$ cat src/common/uil_defs.svh
// Register indices, field positions, reset values and counts of the line control block.
`ifndef UIL_DEFS_SVH
`define UIL_DEFS_SVH
`define UIL_IDX_DLL  4'h0
`define UIL_IDX_DLM  4'h1
`define UIL_IDX_ISID 4'h2
`define UIL_IDX_LFC  4'h3
`define UIL_IDX_LSR  4'h5
`define UIL_IDX_MSR  4'h6
`define UIL_IDX_ISR  4'h8
`define UIL_IDX_IMR  4'h9
`define UIL_LFC_RST  8'h00
`define UIL_IMR_RST  3'h0
`define UIL_DIV_RST  8'h00
`define UIL_DWIN     7
`define UIL_BRK      6
`define UIL_STICK    5
`define UIL_EVEN     4
`define UIL_PEN      3
`define UIL_STOP     2
`define UIL_CODE_NONE 4'h1
`define UIL_CODE_LS   4'h6
`define UIL_CODE_RDA  4'h4
`define UIL_CODE_TO   4'hc
`define UIL_CODE_THRE 4'h2
`define UIL_CODE_MS   4'h0
`define UIL_TO_CHARS 4
`endif

$ cat src/common/uil_pkg.sv
// Types shared by the line control block.
package uil_pkg;
  typedef enum logic [1:0] {
    UIL_OKAY   = 2'b00,
    UIL_SLVERR = 2'b10
  } uil_resp_t;
  typedef enum logic {
    UIL_RD_IDLE = 1'b0,
    UIL_RD_RESP = 1'b1
  } uil_rd_t;
endpackage : uil_pkg

$ cat src/rtl/uil_line_ctrl.sv
// Interrupt identification and line framing control with an AXI4-Lite slave.
//
// Register access over AXI4-Lite was chosen for this implementation.
`include "uil_defs.svh"
`timescale 1ns/10ps
`default_nettype none
module uil_line_ctrl #(
  parameter int unsigned AW       = 6,
  parameter int unsigned TO_CHARS = `UIL_TO_CHARS
) (
  input  wire logic              aclk,
  input  wire logic              aresetn,
  input  wire logic [AW-1:0]     s_axi_awaddr,
  input  wire logic              s_axi_awvalid,
  output logic                   s_axi_awready,
  input  wire logic [31:0]       s_axi_wdata,
  input  wire logic [3:0]        s_axi_wstrb,
  input  wire logic              s_axi_wvalid,
  output logic                   s_axi_wready,
  output uil_pkg::uil_resp_t     s_axi_bresp,
  output logic                   s_axi_bvalid,
  input  wire logic              s_axi_bready,
  input  wire logic [AW-1:0]     s_axi_araddr,
  input  wire logic              s_axi_arvalid,
  output logic                   s_axi_arready,
  output logic [31:0]            s_axi_rdata,
  output uil_pkg::uil_resp_t     s_axi_rresp,
  output logic                   s_axi_rvalid,
  input  wire logic              s_axi_rready,
  input  wire logic              fifo_mode,
  input  wire logic              rx_nonempty,
  input  wire logic              rx_activity,
  input  wire logic              bit_tick,
  input  wire logic              ls_event,
  input  wire logic              rda_level,
  input  wire logic              thre_event,
  input  wire logic              ms_event,
  input  wire logic              rx_strobe,
  input  wire logic [7:0]        rx_data,
  input  wire logic              rx_par,
  input  wire logic              rx_stop,
  input  wire logic [7:0]        tx_char,
  input  wire logic              tx_serial,
  output logic                   txd,
  output logic                   tx_parity_bit,
  output logic [3:0]             data_bits,
  output logic                   parity_enable,
  output logic [2:0]             stop_halves,
  output logic [15:0]            divisor,
  output logic                   rx_parity_err,
  output logic                   rx_framing_err,
  output logic                   rx_buf_read,
  output logic                   thr_write,
  output logic                   lsr_read,
  output logic                   msr_read,
  output logic                   irq
);
  import uil_pkg::*;

  initial begin
    if (AW < 6 || TO_CHARS < 1 || TO_CHARS > 16) begin
      $error("uil_line_ctrl: AW must be at least 6 and TO_CHARS within 1 to 16.");
    end
  end

  function automatic logic is_mapped(input logic [3:0] i);
    is_mapped = (i <= 4'h3) || (i == 4'h5) || (i == 4'h6) || (i == 4'h8) || (i == 4'h9);
  endfunction : is_mapped

  // Used on transmit and receive so both ends agree on the same bit.
  function automatic logic par_bit(input logic [7:0] d, input logic [7:0] l);
    logic [7:0] m;
    m = d & ~(8'he0 << l[1:0]);
    if (l[`UIL_STICK]) begin
      par_bit = ~l[`UIL_EVEN];
    end else begin
      par_bit = l[`UIL_EVEN] ? ^m : ~^m;
    end
  endfunction : par_bit

  // Bus state.
  logic        aw_got_r, aw_got_nxt, w_got_r, w_got_nxt;
  logic [3:0]  waddr_r, waddr_nxt, raddr_r, raddr_nxt;
  logic [31:0] wdata_r, wdata_nxt, rdata_r, rdata_nxt;
  logic        wstb_r, wstb_nxt, bvalid_r, bvalid_nxt;
  uil_resp_t   bresp_r, bresp_nxt, rresp_r, rresp_nxt;
  uil_rd_t     rd_st_r, rd_st_nxt;
  // Line state.
  logic [7:0]  lfc_r, lfc_nxt, dll_r, dll_nxt, dlm_r, dlm_nxt;
  logic        ls_pend_r, ls_pend_nxt, to_pend_r, to_pend_nxt;
  logic        thre_pend_r, thre_pend_nxt, ms_pend_r, ms_pend_nxt;
  logic [7:0]  to_cnt_r, to_cnt_nxt;
  logic [2:0]  isr_r, isr_nxt, imr_r, imr_nxt;
  logic        txd_r, txd_nxt, tx_par_r, tx_par_nxt, pe_r, pe_nxt, fe_r, fe_nxt;
  logic [3:0]  dbits_r, dbits_nxt;
  logic [2:0]  stop_r, stop_nxt;
  logic        pen_r, pen_nxt, irq_r, irq_nxt;
  logic        rbr_rd_r, rbr_rd_nxt, thr_wr_r, thr_wr_nxt;
  logic        lsr_rd_r, lsr_rd_nxt, msr_rd_r, msr_rd_nxt;

  logic        dwin, wr_exec, rd_done, isid_rd, to_set;
  logic [3:0]  live_code;
  logic [7:0]  frame, to_lim;

  assign dwin          = lfc_r[`UIL_DWIN];
  assign s_axi_awready = !aw_got_r && !bvalid_r;
  assign s_axi_wready  = !w_got_r && !bvalid_r;
  assign s_axi_arready = (rd_st_r == UIL_RD_IDLE);
  assign wr_exec       = aw_got_r && w_got_r;
  assign rd_done       = (rd_st_r == UIL_RD_RESP) && s_axi_rready;
  assign isid_rd       = rd_done && (raddr_r == `UIL_IDX_ISID);

  always_comb begin
    if (ls_pend_r) begin
      live_code = `UIL_CODE_LS;
    end else if (rda_level) begin
      live_code = `UIL_CODE_RDA;
    end else if (to_pend_r && fifo_mode) begin
      live_code = `UIL_CODE_TO;
    end else if (thre_pend_r) begin
      live_code = `UIL_CODE_THRE;
    end else if (ms_pend_r) begin
      live_code = `UIL_CODE_MS;
    end else begin
      live_code = `UIL_CODE_NONE;
    end
  end

  always_comb begin
    aw_got_nxt = aw_got_r;
    w_got_nxt  = w_got_r;
    waddr_nxt  = waddr_r;
    wdata_nxt  = wdata_r;
    wstb_nxt   = wstb_r;
    bvalid_nxt = bvalid_r;
    bresp_nxt  = bresp_r;
    rd_st_nxt  = rd_st_r;
    raddr_nxt  = raddr_r;
    rdata_nxt  = rdata_r;
    rresp_nxt  = rresp_r;
    if (s_axi_awvalid && s_axi_awready) begin
      aw_got_nxt = 1'b1;
      waddr_nxt  = s_axi_awaddr[5:2];
    end
    if (s_axi_wvalid && s_axi_wready) begin
      w_got_nxt = 1'b1;
      wdata_nxt = s_axi_wdata;
      wstb_nxt  = s_axi_wstrb[0];
    end
    if (wr_exec) begin
      aw_got_nxt = 1'b0;
      w_got_nxt  = 1'b0;
      bvalid_nxt = 1'b1;
      bresp_nxt  = is_mapped(waddr_r) ? UIL_OKAY : UIL_SLVERR;
    end else if (bvalid_r && s_axi_bready) begin
      bvalid_nxt = 1'b0;
    end
    case (rd_st_r)
      UIL_RD_IDLE: begin
        if (s_axi_arvalid) begin
          rd_st_nxt = UIL_RD_RESP;
          raddr_nxt = s_axi_araddr[5:2];
          rresp_nxt = is_mapped(s_axi_araddr[5:2]) ? UIL_OKAY : UIL_SLVERR;
          // The snapshot taken here is what the reader sees until completion.
          case (s_axi_araddr[5:2])
            `UIL_IDX_DLL: rdata_nxt = {24'h0, dwin ? dll_r : 8'h00};
            `UIL_IDX_DLM: rdata_nxt = {24'h0, dwin ? dlm_r : 8'h00};
            `UIL_IDX_ISID: rdata_nxt = {24'h0, {2{fifo_mode}}, 2'b00, live_code};
            `UIL_IDX_LFC: rdata_nxt = {24'h0, lfc_r};
            `UIL_IDX_ISR: rdata_nxt = {29'h0, isr_r};
            `UIL_IDX_IMR: rdata_nxt = {29'h0, imr_r};
            default:      rdata_nxt = 32'h0;
          endcase
        end
      end
      UIL_RD_RESP: begin
        if (s_axi_rready) begin
          rd_st_nxt = UIL_RD_IDLE;
        end
      end
      default: rd_st_nxt = UIL_RD_IDLE;
    endcase
  end

  always_ff @(posedge aclk) begin
    if (!aresetn) begin
      aw_got_r <= 1'b0;
      w_got_r  <= 1'b0;
      waddr_r  <= 4'h0;
      wdata_r  <= 32'h0;
      wstb_r   <= 1'b0;
      bvalid_r <= 1'b0;
      bresp_r  <= UIL_OKAY;
      rd_st_r  <= UIL_RD_IDLE;
      raddr_r  <= 4'h0;
      rdata_r  <= 32'h0;
      rresp_r  <= UIL_OKAY;
    end else begin
      aw_got_r <= aw_got_nxt;
      w_got_r  <= w_got_nxt;
      waddr_r  <= waddr_nxt;
      wdata_r  <= wdata_nxt;
      wstb_r   <= wstb_nxt;
      bvalid_r <= bvalid_nxt;
      bresp_r  <= bresp_nxt;
      rd_st_r  <= rd_st_nxt;
      raddr_r  <= raddr_nxt;
      rdata_r  <= rdata_nxt;
      rresp_r  <= rresp_nxt;
    end
  end

  always_comb begin
    frame  = 8'd1 + {4'h0, dbits_r} + {7'h0, pen_r} + (lfc_r[`UIL_STOP] ? 8'd2 : 8'd1);
    to_lim = 8'(frame * TO_CHARS);
    to_set = fifo_mode && rx_nonempty && (to_cnt_r >= to_lim);
    lfc_nxt = lfc_r;
    dll_nxt = dll_r;
    dlm_nxt = dlm_r;
    imr_nxt = imr_r;
    isr_nxt = isr_r;
    thr_wr_nxt = wr_exec && wstb_r && (waddr_r == `UIL_IDX_DLL) && !dwin;
    if (wr_exec && wstb_r) begin
      case (waddr_r)
        `UIL_IDX_DLL: if (dwin) dll_nxt = wdata_r[7:0];
        `UIL_IDX_DLM: if (dwin) dlm_nxt = wdata_r[7:0];
        `UIL_IDX_LFC: lfc_nxt = wdata_r[7:0];
        `UIL_IDX_ISR: isr_nxt = isr_r & ~wdata_r[2:0];
        `UIL_IDX_IMR: imr_nxt = wdata_r[2:0];
        default:      imr_nxt = imr_r;
      endcase
    end
    rbr_rd_nxt = rd_done && (raddr_r == `UIL_IDX_DLL) && !dwin;
    lsr_rd_nxt = rd_done && (raddr_r == `UIL_IDX_LSR);
    msr_rd_nxt = rd_done && (raddr_r == `UIL_IDX_MSR);
    // Sources set before clears are applied, so a simultaneous event survives.
    ls_pend_nxt   = ls_event || (ls_pend_r && !lsr_rd_nxt);
    ms_pend_nxt   = ms_event || (ms_pend_r && !msr_rd_nxt);
    to_pend_nxt   = to_set || (to_pend_r && !rbr_rd_nxt);
    thre_pend_nxt = thre_event || (thre_pend_r && !thr_wr_nxt
                    && !(isid_rd && rdata_r[3:0] == `UIL_CODE_THRE));
    if (!rx_nonempty || rx_activity) begin
      to_cnt_nxt = 8'h00;
    end else if (bit_tick && to_cnt_r != 8'hff) begin
      to_cnt_nxt = to_cnt_r + 8'h01;
    end else begin
      to_cnt_nxt = to_cnt_r;
    end
    pe_nxt = rx_strobe && lfc_r[`UIL_PEN] && (rx_par != par_bit(rx_data, lfc_r));
    fe_nxt = rx_strobe && !rx_stop;
    isr_nxt = isr_nxt | {fe_nxt, pe_nxt, to_set && !to_pend_r};
    irq_nxt = |(isr_nxt & imr_nxt);
    txd_nxt = lfc_r[`UIL_BRK] ? 1'b0 : tx_serial;
    tx_par_nxt = par_bit(tx_char, lfc_r);
    pen_nxt = lfc_r[`UIL_PEN];
    dbits_nxt = 4'd5 + {2'b00, lfc_r[1:0]};
    stop_nxt = !lfc_r[`UIL_STOP] ? 3'd2 : (lfc_r[1:0] == 2'b00 ? 3'd3 : 3'd4);
  end

  always_ff @(posedge aclk) begin
    if (!aresetn) begin
      lfc_r <= `UIL_LFC_RST;
      dll_r <= `UIL_DIV_RST;
      dlm_r <= `UIL_DIV_RST;
      imr_r <= `UIL_IMR_RST;
      isr_r <= 3'h0;
      ls_pend_r <= 1'b0;
      ms_pend_r <= 1'b0;
      to_pend_r <= 1'b0;
      thre_pend_r <= 1'b0;
      to_cnt_r <= 8'h00;
      pe_r <= 1'b0;
      fe_r <= 1'b0;
      irq_r <= 1'b0;
      txd_r <= 1'b1;
      tx_par_r <= 1'b0;
      pen_r <= 1'b0;
      dbits_r <= 4'd5;
      stop_r <= 3'd2;
      rbr_rd_r <= 1'b0;
      thr_wr_r <= 1'b0;
      lsr_rd_r <= 1'b0;
      msr_rd_r <= 1'b0;
    end else begin
      lfc_r <= lfc_nxt;
      dll_r <= dll_nxt;
      dlm_r <= dlm_nxt;
      imr_r <= imr_nxt;
      isr_r <= isr_nxt;
      ls_pend_r <= ls_pend_nxt;
      ms_pend_r <= ms_pend_nxt;
      to_pend_r <= to_pend_nxt;
      thre_pend_r <= thre_pend_nxt;
      to_cnt_r <= to_cnt_nxt;
      pe_r <= pe_nxt;
      fe_r <= fe_nxt;
      irq_r <= irq_nxt;
      txd_r <= txd_nxt;
      tx_par_r <= tx_par_nxt;
      pen_r <= pen_nxt;
      dbits_r <= dbits_nxt;
      stop_r <= stop_nxt;
      rbr_rd_r <= rbr_rd_nxt;
      thr_wr_r <= thr_wr_nxt;
      lsr_rd_r <= lsr_rd_nxt;
      msr_rd_r <= msr_rd_nxt;
    end
  end

  assign s_axi_bvalid   = bvalid_r;
  assign s_axi_bresp    = bresp_r;
  assign s_axi_rvalid   = (rd_st_r == UIL_RD_RESP);
  assign s_axi_rdata    = rdata_r;
  assign s_axi_rresp    = rresp_r;
  assign txd            = txd_r;
  assign tx_parity_bit  = tx_par_r;
  assign data_bits      = dbits_r;
  assign parity_enable  = pen_r;
  assign stop_halves    = stop_r;
  assign divisor        = {dlm_r, dll_r};
  assign rx_parity_err  = pe_r;
  assign rx_framing_err = fe_r;
  assign rx_buf_read    = rbr_rd_r;
  assign thr_write      = thr_wr_r;
  assign lsr_read       = lsr_rd_r;
  assign msr_read       = msr_rd_r;
  assign irq            = irq_r;
endmodule : uil_line_ctrl
`default_nettype wire

$ cat config.mk
export PLATFORM = sky130hd
export DESIGN_NAME = uil_line_ctrl
export DESIGN_NICKNAME = d
export VERILOG_FILES = /design/src/common/uil_pkg.sv /design/src/rtl/uil_line_ctrl.sv
export VERILOG_INCLUDE_DIRS = /design/src /design/src/common
export SDC_FILE = /design/constraint.sdc
export NUM_CORES = 1
export LEC_CHECK = 0
export BUFFER_PORTS_ARGS = -buffer_cell sky130_fd_sc_hd__buf_4
export CORE_UTILIZATION = 54
export DETAILED_ROUTE_END_ITERATION = 10
export PLACE_DENSITY = 0.86
export SKIP_CTS_REPAIR_TIMING = 1
export SLEW_MARGIN = 20
export SYNTH_ARGS = -nofsm -noshare
export SYNTH_HDL_FRONTEND = slang
export SYNTH_SLANG_ARGS = --single-unit
$ cat constraint.sdc
create_clock -name aclk -period 4.5 [get_ports aclk]
set_input_delay 0.9 -clock aclk [delete_from_list [all_inputs] [get_ports aclk]]
set_output_delay 0.9 -clock aclk [all_outputs]
set_load 0.05 [all_outputs]
Word-level counts from Yosys, hierarchy flattened
Cells that the tools add are included.
{"block": "word_totals", "out_inout_bits": 74, "register_bits": 116, "word_cells": 168, "input_bits": 83}
{"block": "op_classes", "n_reduce_logical": 71, "add_sub_neg": 5, "n_lt_le_gt_ge": 3, "shifts": 1, "n_mux": 26, "bitwise_logic": 10, "eq_ne": 19}
{"operator": "$pmux 8 s6", "n": 1}
{"operator": "$logic_and 1x1->1", "n": 29}
{"operator": "$eq 4x3->1 const B", "n": 6}
{"operator": "$eq 4x2->1 const B", "n": 5}
{"operator": "$and 8x8->8", "n": 2}
{"operator": "$eq 4x4->1 const B", "n": 4}
{"operator": "$mux 8", "n": 2}
{"operator": "$reduce_xnor 8->1", "n": 2}
{"operator": "$reduce_xor 8->1", "n": 2}
{"operator": "$mux 3", "n": 5}
{"operator": "$logic_or 1x1->1", "n": 13}
{"operator": "$logic_not 1->1", "n": 12}
{"operator": "$logic_not 4->1", "n": 3}
{"operator": "$mux 4", "n": 3}
{"operator": "$mux 1", "n": 10}
{"operator": "$add 8x1->8 const B", "n": 1}
{"operator": "$eq 4x1->1 const B", "n": 2}
{"operator": "$ge 8x8->1", "n": 1}
{"operator": "$le 4x2->1 const B", "n": 2}
{"operator": "$mux 2", "n": 4}
{"operator": "$ne 8x8->1 const B", "n": 1}
{"operator": "$not 8->8", "n": 1}
{"operator": "$shl 8x2->8 const A", "n": 1}
{"operator": "$add 5x1->6", "n": 1}
{"operator": "other kinds (15)", "n": 22}

Logic depth before layout (Yosys ltp)
Gate-level depths: netlist (run 1).
{"block": "logic_depth", "word_depth": 11, "depth_mapped": 13, "ltp_nobuf": 13}

Worst setup path after synthesis (run 1)
OpenSTA, ideal clock, no wires.
{"block": "synth_timing", "kind": "register -> register", "from": "register dbits_r[0], in the netlist data_bits[0]", "to": "register irq_r, in the netlist irq", "stages_incl_launch_ff": 13, "arrival_ns": 2.567, "t_required_ns": 4.373, "path_slack_ns": 1.806, "synth_period_minus_slack_ns": 2.694, "setup_ns": 0.127, "n_path_buf": 0, "path_cell_list": "dfxtp_1 inv_1 ha_1 inv_1 ha_1 fa_1 inv_1 ha_1 o21ai_0 a31oi_1 o211a_1 o21ai_1 nand4_1"}
{"block": "synth_between", "elab_chain_len": 9}
{"element": "from (decl)", "line_no": "uil_line_ctrl.sv:95", "text": "logic [3:0] dbits_r, dbits_nxt;"}
{"element": "from (signal assigned)", "line_no": "uil_line_ctrl.sv:301", "text": "dbits_r <= dbits_nxt;"}
{"element": "$add 1x4->5", "line_no": "uil_line_ctrl.sv:214", "text": "frame = 8'd1 + {4'h0, dbits_r} + {7'h0, pen_r} + (lfc_r[`UIL_STOP] ? 8'd2 : 8'd1);"}
{"element": "$add 5x1->6", "line_no": "uil_line_ctrl.sv:214"}
{"element": "$add 6x2->6", "line_no": "uil_line_ctrl.sv:214"}
{"element": "$ge 8x8->1", "line_no": "uil_line_ctrl.sv:216", "text": "to_set = fifo_mode && rx_nonempty && (to_cnt_r >= to_lim);"}
{"element": "$logic_and 1x1->1", "line_no": "uil_line_ctrl.sv:216"}
{"element": "$logic_and 1x1->1", "line_no": "uil_line_ctrl.sv:251", "text": "isr_nxt = isr_nxt | {fe_nxt, pe_nxt, to_set && !to_pend_r};"}
{"element": "$or 3x3->3", "line_no": "uil_line_ctrl.sv:251"}
{"element": "$and 3x3->3", "line_no": "uil_line_ctrl.sv:252", "text": "irq_nxt = |(isr_nxt & imr_nxt);"}
{"element": "$reduce_or 3->1", "line_no": "uil_line_ctrl.sv:252"}
{"element": "to (signal assigned)", "line_no": "uil_line_ctrl.sv:297", "text": "irq_r <= irq_nxt;"}
{"element": "to (decl)", "line_no": "uil_line_ctrl.sv:97", "text": "logic pen_r, pen_nxt, irq_r, irq_nxt;"}
No other way between the ends.
A chain may end at the register's enable or synchronous reset.

Worst setup path after layout (run 1)
{"block": "layout_timing", "from": "register lfc_r[2]", "to": "register irq_r, in the netlist irq"}
{"block": "layout_between", "elab_chain_len": 8}
{"element": "from (decl)", "line_no": "uil_line_ctrl.sv:89", "text": "logic [7:0] lfc_r, lfc_nxt, dll_r, dll_nxt, dlm_r, dlm_nxt;"}
{"element": "from (signal assigned)", "line_no": "uil_line_ctrl.sv:262", "text": "lfc_r <= `UIL_LFC_RST;"}
{"element": "from (signal assigned)", "line_no": "uil_line_ctrl.sv:285", "text": "lfc_r <= lfc_nxt;"}
{"element": "$mux 2", "line_no": "uil_line_ctrl.sv:214"}
{"element": "$add 6x2->6", "line_no": "uil_line_ctrl.sv:214"}
{"element": "$ge 8x8->1", "line_no": "uil_line_ctrl.sv:216"}
{"element": "$logic_and 1x1->1", "line_no": "uil_line_ctrl.sv:216"}
{"element": "$logic_and 1x1->1", "line_no": "uil_line_ctrl.sv:251"}
{"element": "$or 3x3->3", "line_no": "uil_line_ctrl.sv:251"}
{"element": "$and 3x3->3", "line_no": "uil_line_ctrl.sv:252"}
{"element": "$reduce_or 3->1", "line_no": "uil_line_ctrl.sv:252"}
No other way between the ends.

==> results of run 1 <==
==> worst max-delay path, stage by stage (launching register included) <==
cell,delay [ps]
dfxtp_1,460
ha_1,320
ha_1,320
a21o_1,180
a21oi_1,170
xor2_1,160
ha_1,240
o21ai_0,150
a21oi_1,100
o211a_1,150
o21ai_1,160
nand4_1,90
==> where the power goes <==
| group | total [uW] | switching, uW | internal (uW) | leakage, uW |
|---|---|---|---|---|
| sequential | 841 | 25.3 | 816 | 0.000731 |
| clock | 538 | 328 | 211 | 0.0000925 |
| combinational | 225 | 147 | 77.5 | 0.00144 |
==> final timing paths <==
kind | start | end | slack [ps] | cells past startpoint
max | lfc_r[2]$_SDFFE_PN0P_ | irq$_SDFF_PN0_ | 1880 | 11
min | dll_r[4]$_SDFFE_PN0P_ | dll_r[4]$_SDFFE_PN0P_ | 480 | 2
max reg2reg | lfc_r[2]$_SDFFE_PN0P_ | irq$_SDFF_PN0_ | 1880 | 11
min reg2reg | dll_r[4]$_SDFFE_PN0P_ | dll_r[4]$_SDFFE_PN0P_ | 480 | 2
==> registers in the layout, summed over array words and instances, names as in the netlist, 3 cells and up <==
signal       flops
to_cnt_r         8
lfc_r            8
wdata_r          8
data_bits        4
waddr_r          4
imr_r            3
raddr_r          4
dlm_r            8
dll_r            8
s_axi_rdata      8
isr_r            3
stop_halves      3
==> routing by layer <==
metal  global-route usage  up-vias
met1               0.3110     1758
met5                    0        -
met3              0.05993       29
li1                     -     1859
met4              0.09766        0
met2               0.4117      138
==> layout make-up <==
type | instances | area, um2 | share of cell area
multi-input cells | 378 | 2337 | 0.4421
clock buffers | 9 | 123.9 | 0.02343
repair buffers | 100 | 750.7 | 0.1420
inverters | 23 | 86.33 | 0.01633
flip-flops and latches | 90 | 1802 | 0.3408
clock inverters | 7 | 58.81 | 0.01112
well taps | 102 | 127.6 | 0.02414
==> cell usage after synthesis (4+ instances only) <==
master | n | area share
ha_1 | 15 | 0.043
nand3_1 | 5 | 0.0057
a31oi_1 | 4 | 0.0057
and2_1 | 6 | 0.0085
dfxtp_1 | 90 | 0.41
buf_2 | 4 | 0.0045
nand3b_1 | 8 | 0.014
buf_4 | 28 | 0.048
o21ai_0 | 23 | 0.026
xor2_1 | 6 | 0.012
and3_1 | 4 | 0.0057
nor2_1 | 60 | 0.051
xnor2_1 | 13 | 0.026
mux2i_1 | 33 | 0.075
inv_1 | 22 | 0.019
a22oi_1 | 4 | 0.0068
a21oi_1 | 46 | 0.052
nand2_1 | 69 | 0.059
clkbuf_1 | 12 | 0.010
==> through the flow <==
stage / instances / total power [uW] / setup WS, ps / hold slack [ps]
after CTS: 709 / 1600 / 1867 / 481.7
after global routing: 709 / 1652 / 1707 / 504.4
after floorplan: 537 / 1030 / 1806 / 414.5
final: 709 / 1604 / 1879 / 484.2
after detailed placement: 693 / 1081 / 1843 / 467.9
after global placement: 693 / 1076 / 1923 / 458.2
==> kinds of logic (layout without fill, tap and decap cells) <==
kind of cell	after synthesis	in the layout	synth area share
compound gates	99	99	0.1317
xor+xnor	22	22	0.05165
fa+ha+maj	16	16	0.04711
simple gates	182	182	0.2012
flops	90	90	0.4086
mux	33	33	0.07492
other cells	1	26	0.0008505
buf+inv	69	139	0.08399
==> reports/qor.csv, run 1 <==
metric;value;unit
dp_hpwl;7411;um
routedWlPerCell;14.73;um
max_freq;381.5;MHz
cts_tree;yes;
wl_met2;5085;um
yosysUniqueCellTypes;60;
cts_htree_levels;3;
gp_congestion;0.8407;
synth-seq-area-share;0.4086;
worstPathMaxFanout;6;
start_kind;register;
cts_made_buffers;9;
die_h;92.36;um
core_area;0.007807;mm2
period_share;0.5826;
drt_wl_total;10450;um
slew_viol_final;0;
grt_pass1_vias;3526;
wirelength_met1;4436;um
max_slew.worst_pin.slew;741.0;ps
post-route-util;0.6771;
critPathKind;register to register;
postLayoutCellArea;0.005286;mm2
finalSetupTns;0;ps
grt-ovfl-total;0;
setup_viol;0;
ir_drop;0.2185;mV
synth_area_per_cell;8.612;um2
die_w;92.36;um
max-slew-margin-rel;0.4989;
viasPerCell;5.337;
worstPathArrival;2890;ps
power.leakage;0.002265;uW
maxCapViolations;0;
drt_pass1_iterations;5;
drc;0;
power_density;303.4;mW/mm2
syn_to_final_growth;19.89;%
die_area;0.008530;mm2
fill_cells;618;
place_area;0.005097;mm2
syn_inst;512;
grt_pass1_wl;16610;um
endpoint_kind;register;
clock_latency;380;ps
drtIter0Drc;235;
outcome;finished, final reports clean;
synth_edf_count;0;
holdCritPathClass;register to register;
port_buffers;99;
top_layer;met4;
ioPinCount;157;
antenna_left;0;
grt_start_max_net_pins;48;
ys_warn_count;0;
root_buffer;clkbuf_8;
worstPathRequired;4770;ps
grt.total_usage;0.2486;
finalClockSkew;13.87;ps
antenna_found_initial;0;
layout-drive-gt1-share;0.2142;
synth_flop_cell;dfxtp_1;
synth_area;0.004409;mm2
ys_ff_latch;90;
clk_pin_slew;100;ps
fin_crit;2621;ps
layout_common_cells;buf_4 (100), dfxtp_1 (90), nand2_1 (69);
rsz0062_at_grt;false;
clk_path_buf_depth;2;
n_antenna_cell;0;
async_flop_share;0;
wl_met3;662;um
initial_core_util;0.5647;
rows;32;
hold_viol_final;0;
cts.sinks;90;
final_common_cell;buf_4;
nets;701;
num_vias;3784;
(Power assumes the default switching activity.)
==> inputs of run 2 (changes only) <==
--- a/config.mk
+++ b/config.mk
@@ -6,10 +6,11 @@
 export SDC_FILE = /design/constraint.sdc
 export NUM_CORES = 1
 export LEC_CHECK = 0
+export ABC_AREA = 1
 export BUFFER_PORTS_ARGS = -buffer_cell sky130_fd_sc_hd__buf_4
-export CORE_UTILIZATION = 54
+export CORE_UTILIZATION = 50
 export DETAILED_ROUTE_END_ITERATION = 10
-export PLACE_DENSITY = 0.86
+export PLACE_DENSITY = 0.8
 export SKIP_CTS_REPAIR_TIMING = 1
 export SLEW_MARGIN = 20
 export SYNTH_ARGS = -nofsm -noshare
==> constraint.sdc (replaced) <==
create_clock -name aclk -period 2.5 [get_ports aclk]
set_input_delay 0.5 -clock aclk [delete_from_list [all_inputs] [get_ports aclk]]
set_output_delay 0.5 -clock aclk [all_outputs]
set_load 0.05 [all_outputs]
==> reports/qor.csv, run 2 <==
metric;value;unit;change
outcome;finished, final reports clean;;
worstPathMaxFanout;2;;-4
antenna_found_initial;0;;unchanged
cts_made_buffers;9;;unchanged
viasPerCell;5.107;;-4.3%
clk_path_buf_depth;2;;unchanged
async_flop_share;0;;unchanged
die_w;95.32;um;+3.2%
grt_pass1_vias;3722;;+5.6%
routedWlPerCell;12.72;um;-14%
cp.depth;17;;+6
cts_tree;yes;;
worstPathRequired;2740;ps;-2030 ps
die_h;95.32;um;+3.2%
syn_to_final_growth;22.90;%;
drt_wl_total;10150;um;-2.8%
synth_most_common_cell;nand2_1;;
r2r_cells;17;;+6
crit_chain;inv_2 -> ha_4 -> inv_2 -> ha_4 -> fa_2 -> nand2_1 -> nand2_1 -> nand2_1 -> ha_1 -> nand2_2 -> nor2_2 -> nand4_1 -> o2111ai_2 -> nand3b_1 -> nand2_1 -> nand2_1 -> nand3_1;;
ir_drop;0.3464;mV;+59%
max_freq;407.6;MHz;+6.9%
grt.total_usage;0.2282;;-0.02040
synthAdderAreaFrac;0.04770;;+0.0005956
rows;33;;+3.1%
synth_top_area_cell;dfxtp_1;;
layout_common_cells;nand2_1 (105), buf_4 (104), dfxtp_1 (87);;
max-slew-margin-rel;0.4651;;-0.03382
initial_core_util;0.5221;;-0.04269
finalClockSkew;11.47;ps;-2.395 ps
synth_area_per_cell;7.392;um2;-14%
drc;0;;unchanged
port_buffers;99;;unchanged
maxCapViolations;0;;unchanged
max_stage_delay;370;ps;-90 ps
hold_viol_final;0;;unchanged
synth_mux_area_frac;0.004598;;-0.07032
setup_viol;0;;unchanged
core_area;0.008341;mm2;+6.8%
fin_crit;2453;ps;-168.3 ps
grt_start_max_net_pins;43;;-10%
holdCritPathClass;input port to register;;
min_path_cells;2;;unchanged
ioPinCount;157;;unchanged
synth-seq-area-share;0.4138;;+0.005167
synth_simple_gate_area_share;0.2210;;+0.01979
synth_top_area_frac;0.4138;;+0.005167
antenna_left;0;;unchanged
cts.sinks;90;;unchanged
hp-start;rx_stop;;
startpoint;data_bits[0]$_SDFF_PN1_;;
clk_pin_slew;90;ps;about the same
nets;787;;+12%
grt_pass1_wl;16150;um;-2.8%
synth_top_family_by_area;simple AND/OR/NAND/NOR gates;;
die_area;0.009086;mm2;+6.5%
synth_edf_count;0;;unchanged
critPathKind;register to register;;
syn_inst;589;;+15%
endpoint_kind;register;;
root_buffer;clkbuf_8;;
synth-xor-area-share;0.02414;;-0.02751
ys_ff_latch;90;;unchanged
synthTopCellsByArea;dfxtp_1 (41%), nand2_1 (9.1%), inv_1 (6.6%), nor2_1 (6.0%), o21ai_0 (5.5%);;
crit_buf_inv;2;;+2
yosysUniqueCellTypes;38;;-37%
drtIter0Drc;215;;-8.5%
drt_pass1_iterations;5;;unchanged
rsz0062_at_grt;true;;
rr_startpoint;data_bits[0]$_SDFF_PN1_;;
period_share;0.9813;;+0.3987
crit_family;adder cells;;
cts_htree_levels;3;;unchanged
max_slew.worst_pin.slew;795.0;ps;+54.04 ps
crit_path_frequent_cell;nand2_1;;
place_inst;781;;+13%
finalSetupTns;0;ps;unchanged
synth_compound_area_frac;0.1563;;+0.02465
final_cells;798;;+13%
power.leakage;0.002457;uW;+8.4%
num_vias;4075;;+7.7%
cp_slowest_cell;fa_2;;
grt-ovfl-total;0;;unchanged
dp_hpwl;7800;um;+5.3%
slew_viol_final;0;;unchanged
layout-drive-gt1-share;0.2063;;-0.007819
power_density;550.4;mW/mm2;+81%
hold_slack;312.5;ps;-171.8 ps
synth_flop_cell;dfxtp_1;;
worstPathArrival;2690;ps;-200 ps
n_antenna_cell;0;;unchanged
ys_warn_count;0;;unchanged
final_common_cell;nand2_1;;
clock_latency;350;ps;-30 ps
synth_area;0.004354;mm2;-1.2%
gp_congestion;0.8758;;+4.2%
synthTopCellsByCount;nand2_1 (106), dfxtp_1 (90), inv_1 (77);;
start_kind;register;;
[run 2: cell count changes in the layout (fill, tap and decap cells not counted), sizes merged, moves of 9 or more]
cell,before,now
inv,26,81
nand2,70,109
mux2i,33,2
o21ai,25,48
nand3,5,21
nor3,5,18
nor2,60,70
a211oi,2,11
[run 2: final cells by class]
type	count	area (um2)
clock buffers	11	141.4
clock inverters	5	61.31
flip-flops and latches	90	1808
repair buffers	104	780.7
fillers	767	2989
well taps	105	131.4
multi-input cells	403	2128
inverters	80	300.3
[run 2: worst register-to-register path, cell delays in order (launching register included)]
cell       delay, ps
dfxtp_4          360
inv_2             40
ha_4             250
inv_2             40
ha_4             150
fa_2             370
nand2_1           70
nand2_1           50
nand2_1           50
ha_1             240
nand2_2          100
nor2_2            60
nand4_1           70
o2111ai_2        130
nand3b_1         150
nand2_1           80
nand2_1           60
nand3_1           60
[run 2: kinds of logic after synthesis]
family / count (synthesis)
AND/OR/NAND/NOR: 227
multiplexers: 2
adder cells (fa/ha/maj): 16
XOR/XNOR: 12
other: 1
AO/OA/AOI/OAI: 120
flip-flops: 90
buffers and inverters: 121
[run 2: worst paths after layout]
check                                                  to  slack [ps]
worst max-delay path                       irq$_SDFF_PN0_          50
worst min-delay path            rx_framing_err$_SDFF_PN0_         310
worst max register to register             irq$_SDFF_PN0_          50
worst min register to register    data_bits[0]$_SDFF_PN1_         470
[run 2: per-stage QoR]
step | instance area (um2) | setup slack [ps] | util | total power, uW
6_report | 5351 | 46.82 | 0.6416 | 2946
5_1_grt | 5351 | -66.74 | 0.6416 | 3066
4_1_cts | 5288 | -76.57 | 0.6340 | 2959
3_5_place_dp | 5085 | -55.70 | 0.6097 | 1966
3_3_place_gp | 5085 | 27.85 | 0.6097 | 1955
2_1_floorplan | 4453 | 22.54 | - | 1857
[run 2: where the power goes]
group	switching, uW	internal [uW]
combinational	286	129
sequential	44.5	1470
clock	515	496
[run 2: layer usage]
layer	vias to the layer above	routed length (um)	global-route usage
met2	149	5026	0.4000
met4	0	153	0.08333
li1	2056	-	-
met5	-	0	0
met3	17	570	0.03589
met1	1853	4403	0.2804
==> inputs of run 3 (changes only) <==
--- a/config.mk
+++ b/config.mk
@@ -8,9 +8,9 @@
 export LEC_CHECK = 0
 export ABC_AREA = 1
 export BUFFER_PORTS_ARGS = -buffer_cell sky130_fd_sc_hd__buf_4
-export CORE_UTILIZATION = 50
+export CORE_UTILIZATION = 40
 export DETAILED_ROUTE_END_ITERATION = 10
-export PLACE_DENSITY = 0.8
+export PLACE_DENSITY = 0.67
 export SKIP_CTS_REPAIR_TIMING = 1
 export SLEW_MARGIN = 20
 export SYNTH_ARGS = -nofsm -noshare
==> reports/qor.csv, run 3 (synthesis gave the netlist of run 2 again) <==
metric;value;unit;change
outcome;finished, violations left;;
violations;negative setup slack;;
worstPathArrival;2760;ps;+70 ps
dp_hpwl;8038;um;+3.0%
rows;37;;+12%
max_slew.worst_pin.slew;766.0;ps;-29.00 ps
critPathKind;register to register;;
endpoint_kind;register;;
gp_congestion;0.8766;;about the same
viasPerCell;4.820;;-5.6%
hold_path_end;rx_framing_err$_SDFF_PN0_;;
routedWlPerCell;12.67;um;-0.43%
cts_tree;yes;;
power_density;537.9;mW/mm2;-2.3%
max-slew-margin-rel;0.4846;;+0.01951
dp_slack;-80.18;ps;-24.47 ps
slew_viol_final;0;;unchanged
die_area;0.01131;mm2;+24%
r2r_cells;15;;-2
drt_wl_total;10480;um;+3.2%
rr_startpoint;data_bits[0]$_SDFF_PN1_;;
final_common_cell;nand2_1;;
grt.total_usage;0.1899;;-0.03825
setup_viol;1;;+1
holdCritPathClass;input port to register;;
start_kind;register;;
finalSetupTns;-9.888;ps;-9.888 ps
rrSetupSlack;-10;ps;-60 ps
finalClockSkew;12.00;ps;+0.5304 ps
drt_pass1_iterations;5;;unchanged
die_h;106.3;um;+12%
ioPinCount;157;;unchanged
n_antenna_cell;0;;unchanged
grt_pass1_vias;3720;;-0.054%
drc;0;;unchanged
period_share;1.004;;+0.02268
fin_crit;2510;ps;+56.71 ps
die_w;106.3;um;+12%
initial_core_util;0.4180;;-0.1040
rsz0062_at_grt;true;;
cts_htree_levels;3;;unchanged
port_buffers;99;;unchanged
grt_pass1_wl;17090;um;+5.9%
r2r_end;irq$_SDFF_PN0_;;
worstPathMaxFanout;2;;unchanged
antenna_left;0;;unchanged
syn_to_final_growth;23.76;%;
crit_path_frequent_cell;nand2_1;;
clk_path_buf_depth;2;;unchanged
min_path_cells;2;;unchanged
hp-start;rx_stop;;
core_area;0.01042;mm2;+25%
grt-ovfl-total;0;;unchanged
worstPathRequired;2750;ps;about the same
max_stage_delay;380;ps;about the same
cts_made_buffers;9;;unchanged
grt_start_max_net_pins;44;;+2.3%
crit_chain;inv_2 -> ha_4 -> inv_2 -> ha_4 -> fa_2 -> xnor2_2 -> ha_1 -> nand2_1 -> nor2_2 -> nand4_1 -> o2111ai_2 -> nand3b_1 -> nand2_1 -> nand2_1 -> nand3_1;;
setup_slack;-9.888;ps;-56.71 ps
root_buffer;clkbuf_8;;
total_power;2899;uW;-1.6%
cts.sinks;90;;unchanged
ir_drop;0.2577;mV;-26%
max_freq;398.4;MHz;-2.3%
antenna_found_initial;0;;unchanged
cp_slowest_cell;fa_2;;
drtIter0Drc;176;;-18%
num_vias;3986;;-2.2%
power.leakage;0.002460;uW;+0.15%
hold_viol_final;0;;unchanged
clock_latency;370;ps;+20 ps
layout-drive-gt1-share;0.2055;;-0.0008499
nets;785;;-0.25%
layout_common_cells;nand2_1 (104), buf_4 (102), dfxtp_1 (87);;
maxCapViolations;0;;unchanged
clk_pin_slew;100;ps;about the same
==> run 3: changes by cell type in the layout (fill, tap and decap cells not counted), sizes merged <==
cell      change
inv           +3
buf           -2
clkinv        +1
bufinv        -1
clkinvlp      -1
clkbuf        -2
==> run 3: layout make-up <==
class,count,area [um2]
Clock buffer,9,123.9
Clock inverter,7,68.82
Fill cell,1007,5027
Inverter,80,300.3
Multi-Input combinational cell,403,2152
Sequential cell,90,1808
Tap cell,136,170.2
Timing Repair Buffer,102,765.7
==> run 3: per-layer routing <==
metal,part of all wire,vias up,global-route usage
li1,-,2054,-
met1,0.45,1782,0.2392
met2,0.48,135,0.3284
met3,0.060,15,0.03801
met5,0,-,0
met4,0.012,0,0.05060
==> run 3: critical path, delay by kind of cell (launching register included) <==
| kind | cells | cell delay [ps] |
|---|---|---|
| buffers and inverters | 2 | 80 |
| flip-flops | 1 | 360 |
| XOR/XNOR | 1 | 160 |
| adder cells (fa/ha/maj) | 4 | 1070 |
| AO/OA/AOI/OAI | 1 | 150 |
| AND/OR/NAND/NOR | 7 | 580 |
==> run 3: metrics by stage <==
stage | cells | hold slack, ps | area [um2] | util
finish | 827 | 308.8 | 5389 | 0.5174
global route | 827 | 300.7 | 5389 | 0.5174
CTS | 827 | 300.3 | 5309 | 0.5097
detailed placement | 811 | 463.0 | 5116 | 0.4912
global placement | 811 | 451.7 | 5116 | 0.4912
floorplan | 614 | 403.0 | 4453 | -
==> run 3: power breakdown <==
| group | switching (uW) | internal, uW |
|---|---|---|
| combinational | 285 | 128 |
| sequential | 45.1 | 1480 |
| clock | 573 | 393 |
==> run 3: how the worst max path moves through the flow <==
stage,from,endpoint,slack [ps],cells after the start
after CTS,data_bits[0]$_SDFF_PN1_,irq$_SDFF_PN0_,-90,15
after global routing,data_bits[0]$_SDFF_PN1_,irq$_SDFF_PN0_,-160,15
after global placement,data_bits[0]$_SDFF_PN1_,irq$_SDFF_PN0_,10,15
after floorplan,data_bits[0]$_SDFF_PN1_,irq$_SDFF_PN0_,20,15
final,data_bits[0]$_SDFF_PN1_,irq$_SDFF_PN0_,-10,15
after detailed placement,data_bits[0]$_SDFF_PN1_,irq$_SDFF_PN0_,-80,15
